===== config.mk =====
export PLATFORM = sky130hd
export DESIGN_NAME = pcf_config
export DESIGN_NICKNAME = d
export VERILOG_FILES = /design/src/hdl/pcf_pkg.sv /design/src/hdl/pcf_config.sv
export SDC_FILE = /design/constraint.sdc
export NUM_CORES = 1
export LEC_CHECK = 0
export BUFFER_PORTS_ARGS = -buffer_cell sky130_fd_sc_hd__buf_2
export CAP_MARGIN = 40
export CORE_MARGIN = 5
export CORE_UTILIZATION = 56
export CTS_CLUSTER_DIAMETER = 150
export DETAILED_ROUTE_END_ITERATION = 8
export PLACE_DENSITY = 0.75
export SYNTH_ARGS = -nofsm -noshare
export SYNTH_HDL_FRONTEND = slang
export SYNTH_SLANG_ARGS = --single-unit

===== constraint.sdc =====
create_clock -name clk_i -period 4.3 [get_ports clk_i]
set_input_delay 0.43 -clock clk_i [delete_from_list [all_inputs] [get_ports clk_i]]
set_output_delay 0.43 -clock clk_i [all_outputs]
set_load 0.02 [all_outputs]

===== src/hdl/pcf_pkg.sv =====
// Constants and helper functions for the pulse-count flash configuration block
package pcf_pkg;
  // ==========================================================
  // Register indices (selected by edge bursts of 17..20)
  localparam logic [1:0] REG_TORCH_LEVEL = 2'h0;
  localparam logic [1:0] REG_FLASH_TIME = 2'h1;
  localparam logic [1:0] REG_TORCH_EN = 2'h2;
  localparam logic [1:0] REG_FLASH_RATIO = 2'h3;
  // ==========================================================
  // Burst decode
  localparam logic [4:0] ADDR_BURST_FIRST = 5'h11;
  localparam logic [4:0] ADDR_BURST_LAST = 5'h14;
  localparam logic [4:0] DATA_BURST_MAX = 5'h10;
  localparam logic [4:0] EDGE_CNT_SAT = 5'h1F;
  // Highest legal data per register
  localparam logic [4:0] MAX_TORCH_LEVEL = 5'h10;
  localparam logic [4:0] MAX_FLASH_TIME = 5'h08;
  localparam logic [4:0] MAX_TORCH_EN = 5'h04;
  localparam logic [4:0] MAX_FLASH_RATIO = 5'h04;
  // Defaults applied while a register still holds zero; torch level uses its default until first written
  localparam logic [3:0] DEF_TORCH_LEVEL = 4'h1;
  localparam logic [3:0] DEF_FLASH_TIME = 4'h5;
  localparam logic [3:0] DEF_TORCH_EN = 4'h4;
  localparam logic [3:0] DEF_FLASH_RATIO = 4'h1;
  localparam logic [3:0] FLASH_TIME_OFF = 4'h1;
  localparam logic [3:0] TORCH_ON_MIN = 4'h3;
  // ==========================================================
  // Timing
  localparam int CLK_FREQ_HZ = 100_000_000;
  localparam int CLK_PERIOD_NS = 10;
  localparam int BURST_LATCH_TIMEOUT_US = 500;
  localparam int SHUTDOWN_LOW_TIMEOUT_US = 500;
  localparam int FLASH_STEP_MS = 250;
  localparam int LATCH_CYCLES = BURST_LATCH_TIMEOUT_US * 1000 / CLK_PERIOD_NS;
  localparam int OFF_CYCLES = SHUTDOWN_LOW_TIMEOUT_US * 1000 / CLK_PERIOD_NS;
  localparam int STEP_CYCLES = FLASH_STEP_MS * (CLK_FREQ_HZ / 1000);
  // ==========================================================
  // Current scaling, in thousandths
  localparam logic [9:0] TORCH_TO_FLASH_DIV = 10'h007;
  localparam logic [9:0] FULL_PERMIL = 10'h3E8;

  typedef enum logic [1:0] {
    PCF_FL_IDLE = 2'b00,
    PCF_FL_ON = 2'b01,
    PCF_FL_EXPIRED = 2'b10
  } pcf_flash_t;

  // Torch step 1..16 as thousandths of maximum torch current
  function automatic logic [9:0] pcf_torch_permil(input logic [3:0] lvl);
    logic [9:0] v;
    v = 10'h000;
    case (lvl)
      4'h1: v = 10'h3E8;
      4'h2: v = 10'h3A9;
      4'h3: v = 10'h36A;
      4'h4: v = 10'h32B;
      4'h5: v = 10'h2EC;
      4'h6: v = 10'h2AC;
      4'h7: v = 10'h26D;
      4'h8: v = 10'h22E;
      4'h9: v = 10'h1EF;
      4'hA: v = 10'h1B0;
      4'hB: v = 10'h171;
      4'hC: v = 10'h132;
      4'hD: v = 10'h0F3;
      4'hE: v = 10'h0B4;
      4'hF: v = 10'h075;
      4'h0: v = 10'h037;
      default: v = 10'h000;
    endcase
    return v;
  endfunction

  // Flash ratio step 1..4 as thousandths of maximum flash current
  function automatic logic [9:0] pcf_ratio_permil(input logic [3:0] r);
    logic [9:0] v;
    v = 10'h3E8;
    case (r)
      4'h2: v = 10'h348;
      4'h3: v = 10'h2BC;
      4'h4: v = 10'h26C;
      default: v = 10'h3E8;
    endcase
    return v;
  endfunction

  // Zero means never written since shutdown, so the default applies
  function automatic logic [3:0] pcf_eff(input logic [3:0] v, input logic [3:0] d);
    return (v == 4'h0) ? d : v;
  endfunction
endpackage

===== src/hdl/pcf_config.sv =====
// Single-pin pulse-count configuration and flash/torch control
//
// What this block does
// - torch level 1..16 picks descending linear currents
// - timer data 1 off, 2..8 give 1..7 quarter seconds
// - enabled timer ends flash after programmed time
// - torch control 1,2 off; 3,4 on until a flash, then off until shutdown; default on
// - active flash enables LED regardless torch setting
// - flash ratio 1..4 gives 100/84/70/62 percent
// - torch maximum fixed at flash maximum over seven
// - pin low past timeout forces shutdown
// - shutdown clears all registers and address pointer
// - pin high past timeout latches counted burst
// - 17..20 edges select register; 1..16 data
// - first edge selects register zero; repeated writes
`timescale 1ns/1ns
`default_nettype none
module pcf_config
  import pcf_pkg::*;
#(
  parameter int LATCH_CNT = LATCH_CYCLES,
  parameter int OFF_CNT = OFF_CYCLES,
  parameter int STEP_CNT = STEP_CYCLES
) (
  input wire logic clk_i,
  input wire logic rst_n_i,
  input wire logic prog_pin_i,
  input wire logic flash_trigger_input_i,
  output logic enabled_o,
  output logic [3:0] torch_level_o,
  output logic [3:0] flash_time_o,
  output logic [3:0] torch_enable_o,
  output logic [3:0] flash_ratio_o,
  output logic flash_active_o,
  output logic led_enable_o,
  output logic [9:0] led_permil_o
);
  // ==========================================================
  // State
  logic pin_q, enabled, torch_blocked, trig_q;
  // Step 16 wraps to zero in four bits, so this flag marks a written level
  logic level_set, next_level_set;
  logic [4:0] edge_cnt;
  logic [1:0] addr;
  logic [3:0] regs [4];
  logic [31:0] high_cnt, low_cnt, step_cnt;
  logic [3:0] steps;
  pcf_flash_t flash_st;
  logic next_pin_q, next_enabled, next_torch_blocked, next_trig_q;
  logic [4:0] next_edge_cnt;
  logic [1:0] next_addr;
  logic [3:0] next_regs [4];
  logic [31:0] next_high_cnt, next_low_cnt, next_step_cnt;
  logic [3:0] next_steps;
  pcf_flash_t next_flash_st;
  logic next_led_enable;
  logic [9:0] next_led_permil;
  logic rise, latch_fire, off_fire, timer_done;
  logic [4:0] reg_max;
  logic [3:0] eff_level, eff_time, eff_en, eff_ratio;

  // Effective settings seen by the analog side
  assign eff_level = level_set ? regs[REG_TORCH_LEVEL] : DEF_TORCH_LEVEL;
  assign eff_time = pcf_eff(regs[REG_FLASH_TIME], DEF_FLASH_TIME);
  assign eff_en = pcf_eff(regs[REG_TORCH_EN], DEF_TORCH_EN);
  assign eff_ratio = pcf_eff(regs[REG_FLASH_RATIO], DEF_FLASH_RATIO);
  assign rise = prog_pin_i && !pin_q;
  assign latch_fire = pin_q && prog_pin_i && (edge_cnt != 5'h00) && (high_cnt == 32'(LATCH_CNT));
  assign off_fire = enabled && !prog_pin_i && (low_cnt == 32'(OFF_CNT));
  // data 1 disables, else (data-1) quarter steps
  assign timer_done = (eff_time != FLASH_TIME_OFF) && (steps == eff_time - 4'h1);

  // Largest data value each register accepts
  always_comb begin
    unique case (addr)
      REG_TORCH_LEVEL: reg_max = MAX_TORCH_LEVEL;
      REG_FLASH_TIME: reg_max = MAX_FLASH_TIME;
      REG_TORCH_EN: reg_max = MAX_TORCH_EN;
      REG_FLASH_RATIO: reg_max = MAX_FLASH_RATIO;
    endcase
  end

  // ==========================================================
  // Next-state logic for the pin decoder and flash sequencer
  always_comb begin
    next_pin_q = prog_pin_i;
    next_trig_q = flash_trigger_input_i;
    next_enabled = enabled;
    next_edge_cnt = edge_cnt;
    next_addr = addr;
    next_regs = regs;
    next_torch_blocked = torch_blocked;
    next_level_set = level_set;
    next_flash_st = flash_st;
    next_step_cnt = step_cnt;
    next_steps = steps;
    // Counters saturate so a parked pin never wraps into a false event
    next_high_cnt = prog_pin_i ? ((high_cnt == 32'(LATCH_CNT)) ? high_cnt : high_cnt + 32'h1) : 32'h0;
    next_low_cnt = !prog_pin_i ? ((low_cnt == 32'(OFF_CNT)) ? low_cnt : low_cnt + 32'h1) : 32'h0;
    if (rise) begin
      // waking edge with pointer at zero
      next_enabled = 1'b1;
      next_high_cnt = 32'h0;
      if (edge_cnt != EDGE_CNT_SAT) begin
        next_edge_cnt = edge_cnt + 5'h1;
      end
    end
    if (latch_fire) begin
      next_edge_cnt = 5'h00;
      if (edge_cnt >= ADDR_BURST_FIRST && edge_cnt <= ADDR_BURST_LAST) begin
        next_addr = 2'(edge_cnt - ADDR_BURST_FIRST);
      end else if (edge_cnt <= DATA_BURST_MAX) begin
        // data beyond the register range is dropped
        if (edge_cnt <= reg_max) begin
          next_regs[addr] = edge_cnt[3:0];
          // level 16 is kept as zero with the flag set
          if (addr == REG_TORCH_LEVEL) begin
            next_level_set = 1'b1;
          end
        end
      end
    end
    // Flash sequencer; a raised trigger after expiry waits for release
    unique case (flash_st)
      PCF_FL_IDLE: begin
        next_step_cnt = 32'h0;
        next_steps = 4'h0;
        if (enabled && flash_trigger_input_i && !trig_q) begin
          next_flash_st = PCF_FL_ON;
          // Torch stays off after a flash until the next shutdown
          next_torch_blocked = 1'b1;
        end
      end
      PCF_FL_ON: begin
        if (!flash_trigger_input_i) begin
          next_flash_st = PCF_FL_IDLE;
        end else if (timer_done) begin
          next_flash_st = PCF_FL_EXPIRED;
        end else if (step_cnt == 32'(STEP_CNT - 1)) begin
          next_step_cnt = 32'h0;
          next_steps = steps + 4'h1;
        end else begin
          next_step_cnt = step_cnt + 32'h1;
        end
      end
      PCF_FL_EXPIRED: begin
        if (!flash_trigger_input_i) begin
          next_flash_st = PCF_FL_IDLE;
        end
      end
      default: next_flash_st = PCF_FL_IDLE;
    endcase
    if (off_fire) begin
      next_enabled = 1'b0;
      next_addr = 2'h0;
      next_edge_cnt = 5'h00;
      next_regs = '{default: 4'h0};
      next_level_set = 1'b0;
      next_torch_blocked = 1'b0;
      next_flash_st = PCF_FL_IDLE;
    end
    // flash drives the LED whatever the torch setting
    // torch codes 3 and 4 mean on
    next_led_enable = enabled && ((flash_st == PCF_FL_ON) || (!torch_blocked && eff_en >= TORCH_ON_MIN));
    // flash peak ratio; torch scaled by one seventh
    if (flash_st == PCF_FL_ON) begin
      next_led_permil = pcf_ratio_permil(eff_ratio);
    end else if (next_led_enable) begin
      next_led_permil = pcf_torch_permil(eff_level) / TORCH_TO_FLASH_DIV;
    end else begin
      next_led_permil = 10'h000;
    end
  end

  // ==========================================================
  // Registers and registered outputs
  always_ff @(posedge clk_i or negedge rst_n_i) begin
    if (!rst_n_i) begin
      pin_q <= 1'b0;
      trig_q <= 1'b0;
      enabled <= 1'b0;
      edge_cnt <= 5'h00;
      addr <= 2'h0;
      regs <= '{default: 4'h0};
      torch_blocked <= 1'b0;
      level_set <= 1'b0;
      flash_st <= PCF_FL_IDLE;
      high_cnt <= 32'h0;
      low_cnt <= 32'h0;
      step_cnt <= 32'h0;
      steps <= 4'h0;
      enabled_o <= 1'b0;
      torch_level_o <= 4'h0;
      flash_time_o <= 4'h0;
      torch_enable_o <= 4'h0;
      flash_ratio_o <= 4'h0;
      flash_active_o <= 1'b0;
      led_enable_o <= 1'b0;
      led_permil_o <= 10'h000;
    end else begin
      pin_q <= next_pin_q;
      trig_q <= next_trig_q;
      enabled <= next_enabled;
      edge_cnt <= next_edge_cnt;
      addr <= next_addr;
      regs <= next_regs;
      torch_blocked <= next_torch_blocked;
      level_set <= next_level_set;
      flash_st <= next_flash_st;
      high_cnt <= next_high_cnt;
      low_cnt <= next_low_cnt;
      step_cnt <= next_step_cnt;
      steps <= next_steps;
      enabled_o <= next_enabled;
      torch_level_o <= next_level_set ? next_regs[REG_TORCH_LEVEL] : DEF_TORCH_LEVEL;
      flash_time_o <= pcf_eff(next_regs[REG_FLASH_TIME], DEF_FLASH_TIME);
      torch_enable_o <= pcf_eff(next_regs[REG_TORCH_EN], DEF_TORCH_EN);
      flash_ratio_o <= pcf_eff(next_regs[REG_FLASH_RATIO], DEF_FLASH_RATIO);
      flash_active_o <= (next_flash_st == PCF_FL_ON);
      led_enable_o <= next_led_enable;
      led_permil_o <= next_led_permil;
    end
  end
endmodule
`default_nettype wire


==> results.md <==
Logic synthesis:
- By count the netlist is led by 155 x dfrtp_1, 100 x nor2_1, 78 x nand2_1, 51 x o21ai_0, 47 x a21oi_1.
- The number of enable-type register cells in the synthesized netlist is 0.
- The sequential area share after synthesis is 0.4477.
- Of the post-synthesis cell area, the dominant cell type holds 0.4477.
- The simple-gate area share of the yosys netlist is 0.2634.
- The synthesized area per cell is 9.148 um^2.
- The post-synthesis share of cell area spent on full adders, half adders and majority gates is 0.02744.
- The synthesized design contains ~160 register bits.
- The multiplexer share of the synthesized area is 0.04087.
- The top flip-flop cell by instance count after synthesis is dfrtp_1.
- Yosys instantiated no cell more often than dfrtp_1.
- The number of nets produced by synthesis is 970.
- The biggest area consumer among synthesized cells is dfrtp_1.
- The number of different library cells used by synthesis comes to 73.
- During synthesis, Yosys emitted a total of 0 warnings.
- The largest family of logic cells by synthesized area is simple AND/OR/NAND/NOR gates.
- The share of async-settable or async-resettable flops after synthesis is 1.000.
- In the synthesized netlist, the number of instances is 947.
- By area the synthesized netlist is led by dfrtp_1 45%, nor2_1 4.3%, mux2i_1 3.7%.
- The post-synthesis cell area is about 8700 um^2.
- The compound-gate portion of the synthesized area is 0.1232.
- Of the total synthesized cell area, the portion taken by XOR and XNOR cells is 0.05661.

Power:
- Of the total power, the clock network draws 0.424.
- The part of the total power dissipated in sequential elements is 0.463.
- In this run the power density over the cells is roughly 360 nW/um^2.
- The share of total power dissipated in combinational logic is 0.113.
- For this design the total switching power over the nets is about 940 uW.
- The total internal power is about 2.5 mW.
- Of the total power, the share spent switching nets is 0.2720.
- IR analysis of the VDD net gives a maximum drop of ~0.33 mV.
- The static leakage power is between 4 and 5 nW.

Worst setup path:
- The kind of cell adding the most delay to the critical path is compound AO/OA/AOI/OAI gates.
- The worst-path cell with the longest stage delay is dfrtp_1.
- The count of buffering cells on the critical path with inverters included is 1.
- The category of the critical setup timing path is reg -> reg.
- The signal on the critical path passes through nand2b_1, inv_1, ha_1, a21oi_1, a211oi_1, ha_1, or3b_2, a221o_1, o21ai_0, mux2_2, a311oi_1, a22oi_1.
- The setup slack on the worst flop-to-flop path is about 410 ps.
- The maximum net fanout on the critical path is 13.
- The critical path data required time is roughly 4600 ps.
- The endpoint type of the worst setup path is a flip-flop.
- On the worst path, the slowest cell contributes a delay of approximately 550 ps.
- The arrival time of data at the critical path endpoint is ~4200 ps.
- By instance count, the cell type seen most on the critical path is ha_1.
- STA classifies the critical path startpoint as a flip-flop.

Floorplan:
- The die is between 100 and 150 um wide.
- Pin placement for this block handled 33 I/O pins.
- After floorplanning, the core was divided into 45 placement rows.
- The placeable core region is ~15000 um^2.
- The area of the die is around 18000 um^2.
- The starting density of the core is 0.5699.
- The height of the chip is 134.4 um.

Timing:
- The worst hold-check slack is 237.2 ps.
- The number of pins exceeding their max-slew limit in the final report is 0.
- Setup repair after global routing left no endpoint under its margin.
- Timing would allow up to 0.2573 GHz.
- The count of endpoints failing hold in the final timing report is 0.
- The worst clock skew is between 10 and 15 ps.
- Setup violations remaining at the end of the flow were counted as 0.
- Dividing the final minimum period by the clock period gives 0.9038.
- The transition time at the pin with the least slew margin is between 800 and 900 ps.
- Summed over all failing endpoints, the final setup total negative slack is 0 ps.
- The worst path needs 3886 ps of the cycle, external delays included.
- In the post-route analysis, the smallest setup slack over all paths is between 400 and 500 ps.
- Headroom to the max-slew limit came out at 0.4234.

CTS:
- The number of buffers between clock root and the deepest sink is 2.
- Clock tree synthesis found a total of between 150 and 200 sinks.
- The clock tree from TritonCTS is yes.
- The total of cells resized after clock tree synthesis is 0.
- CTS built an H-tree with a depth of 4.
- The clock latency on the worst-skew pair is between 400 and 500 ps.
- Clock tree synthesis inserted a total of 17 buffers.
- The clock slew seen by the registers of the worst setup and hold paths is roughly 60 ps.
- The buffer type at the clock tree root is clkbuf_16.

Routing:
- The average routed wire per standard cell is between 15 and 20 um.
- The total number of vias is a little over 7k.
- Dividing the detail-routed via count by the number of cells gives roughly 6.1.
- For this run, the detailed router's first-pass iteration total came to 5.
- The final wirelength is 18830 um.
- For this run, design rule violations remaining after detail routing come to 0.
- The count of nets left with antenna violations once routing finished came out at 0.
- The initial detailed-routing violation count is around 600.

Global routing:
- The number of global-route vias before repair is ~6.6k.
- The met2 global-route usage is 0.3299.
- The first-pass GRT wire length is around 32000 um.
- The total overflow left after global routing is 0.
- The most utilized layer in the global route result is met2.
- The combined global-route utilization of all metal layers is 0.2152.
- The pin count of the biggest net entering global routing is 76.
- The number of antenna violations at the first check in global routing is 0.
- The met3 track demand over resource is 0.04351.
- For this run, global-route usage on met1 was measured as 0.3102.

Min path:
- The tightest min-delay check is of the in -> reg type.

Final layout:
- The area growth from synthesis to layout is 10.18%.
- The finished cells cover between 9000 and 10000 um^2.
- The number of antenna cells inserted is 0.
- After filler insertion, the fill cell instance count of the layout stands at 1255.
- Of the cells placed in the final design, the portion with a size suffix greater than 1 is 0.1037.
- The number of nets in the layout is around 1000.

Place:
- In this run the tool buffered the top-level ports with 32 buffer cells.
- The placer's final routability congestion estimate is between 0.9 and 1.
- The instance area after placement is slightly below 9000 um^2.
- The worst setup slack after placement is about 480 ps.
- The half-perimeter wire length of the detailed placement result is 12630 um.

Job:
- Max-cap violations in this run came to 0.

Run status:
- The flow ran to the end, and the final reports show no timing, DRC or antenna violations.
layout by cell type (no fill, tap or decap), types with 19 or more instances in the layout:
cell type    n
dfrtp_1    155
a21oi_1     47
xor2_1      32
nand4_1     29
xnor2_1     24
nand3_1     42
o21ai_0     51
nor3_1      46
inv_1       33
mux2i_1     32
nor2_1     100
ha_1        19
buf_2       31
nand2_1     78
or3_1       20
metrics by stage:
| step | utilization | instances | total power [mW] |
|---|---|---|---|
| after floorplan | - | 947 | 1.876 |
| after global placement | 0.5859 | 1127 | 1.998 |
| after detailed placement | 0.5887 | 1129 | 2.012 |
| after CTS | 0.6279 | 1162 | 3.484 |
| after global routing | 0.6279 | 1162 | 3.598 |
| final | 0.6279 | 1162 | 3.461 |
flip-flops by register name, indices dropped and copies added, names as in the netlist, 3 cells and up:
signal and cells:
led_permil_o 10, regs 14, low_cnt 32, high_cnt 32, flash_time_o 4, edge_cnt 5
step_cnt 32, steps 4, torch_level_o 4, torch_enable_o 3, flash_ratio_o 4
path summary, 6_finish.rpt:
| path | from | end | cells past startpoint |
|---|---|---|---|
| worst max register to register | level_set | led_permil_o[4] | 12 |
| max in group asynchronous | rst_n_i | addr[1] | 3 |
| worst min-delay path | flash_trigger_input_i | trig_q | 1 |
| min in group asynchronous | rst_n_i | high_cnt[28] | 2 |
| worst min register to register | step_cnt[20] | step_cnt[20] | 1 |
| worst max-delay path | level_set | led_permil_o[4] | 12 |
per-layer routing:
metal	up-vias	routed length, um	share of wire
li1	3441	-	-
met1	3395	8867	0.47
met2	209	8791	0.47
met3	29	881	0.047
met4	0	289	0.015
met5	-	0	0
power groups by stage:
stage | logic [mW] | clock network [mW] | registers, mW
floorplan | 0.292 | 0 | 1.58
global placement | 0.373 | 0 | 1.63
detailed placement | 0.386 | 0 | 1.63
CTS | 0.393 | 1.49 | 1.60
global route | 0.439 | 1.55 | 1.61
finish | 0.392 | 1.47 | 1.60
kinds of logic after synthesis:
logic type,Yosys count
muxes,35
buffers and inverters,83
AOI/OAI and AO/OA,169
and+or+nand+nor,430
adders and majority gates,19
xor gates and xnor gates,56
DFF,155
timing repair:
action / in CTS / in global routing
hold buffers: 1 / 0
hold endpoints to repair: 26 / 0
setup buffers: 0 / 0
cell type report:
type	instances	area, um^2	area share
Clock buffer	23	498.0	0.05217
Clock inverter	9	87.58	0.009176
Inverter	34	127.6	0.01337
Multi-Input combinational cell	709	4432	0.4643
Tap cell	188	235.2	0.02464
Timing Repair Buffer	44	286.5	0.03002
Sequential cell	155	3879	0.4063
(Power assumes the default switching activity.)
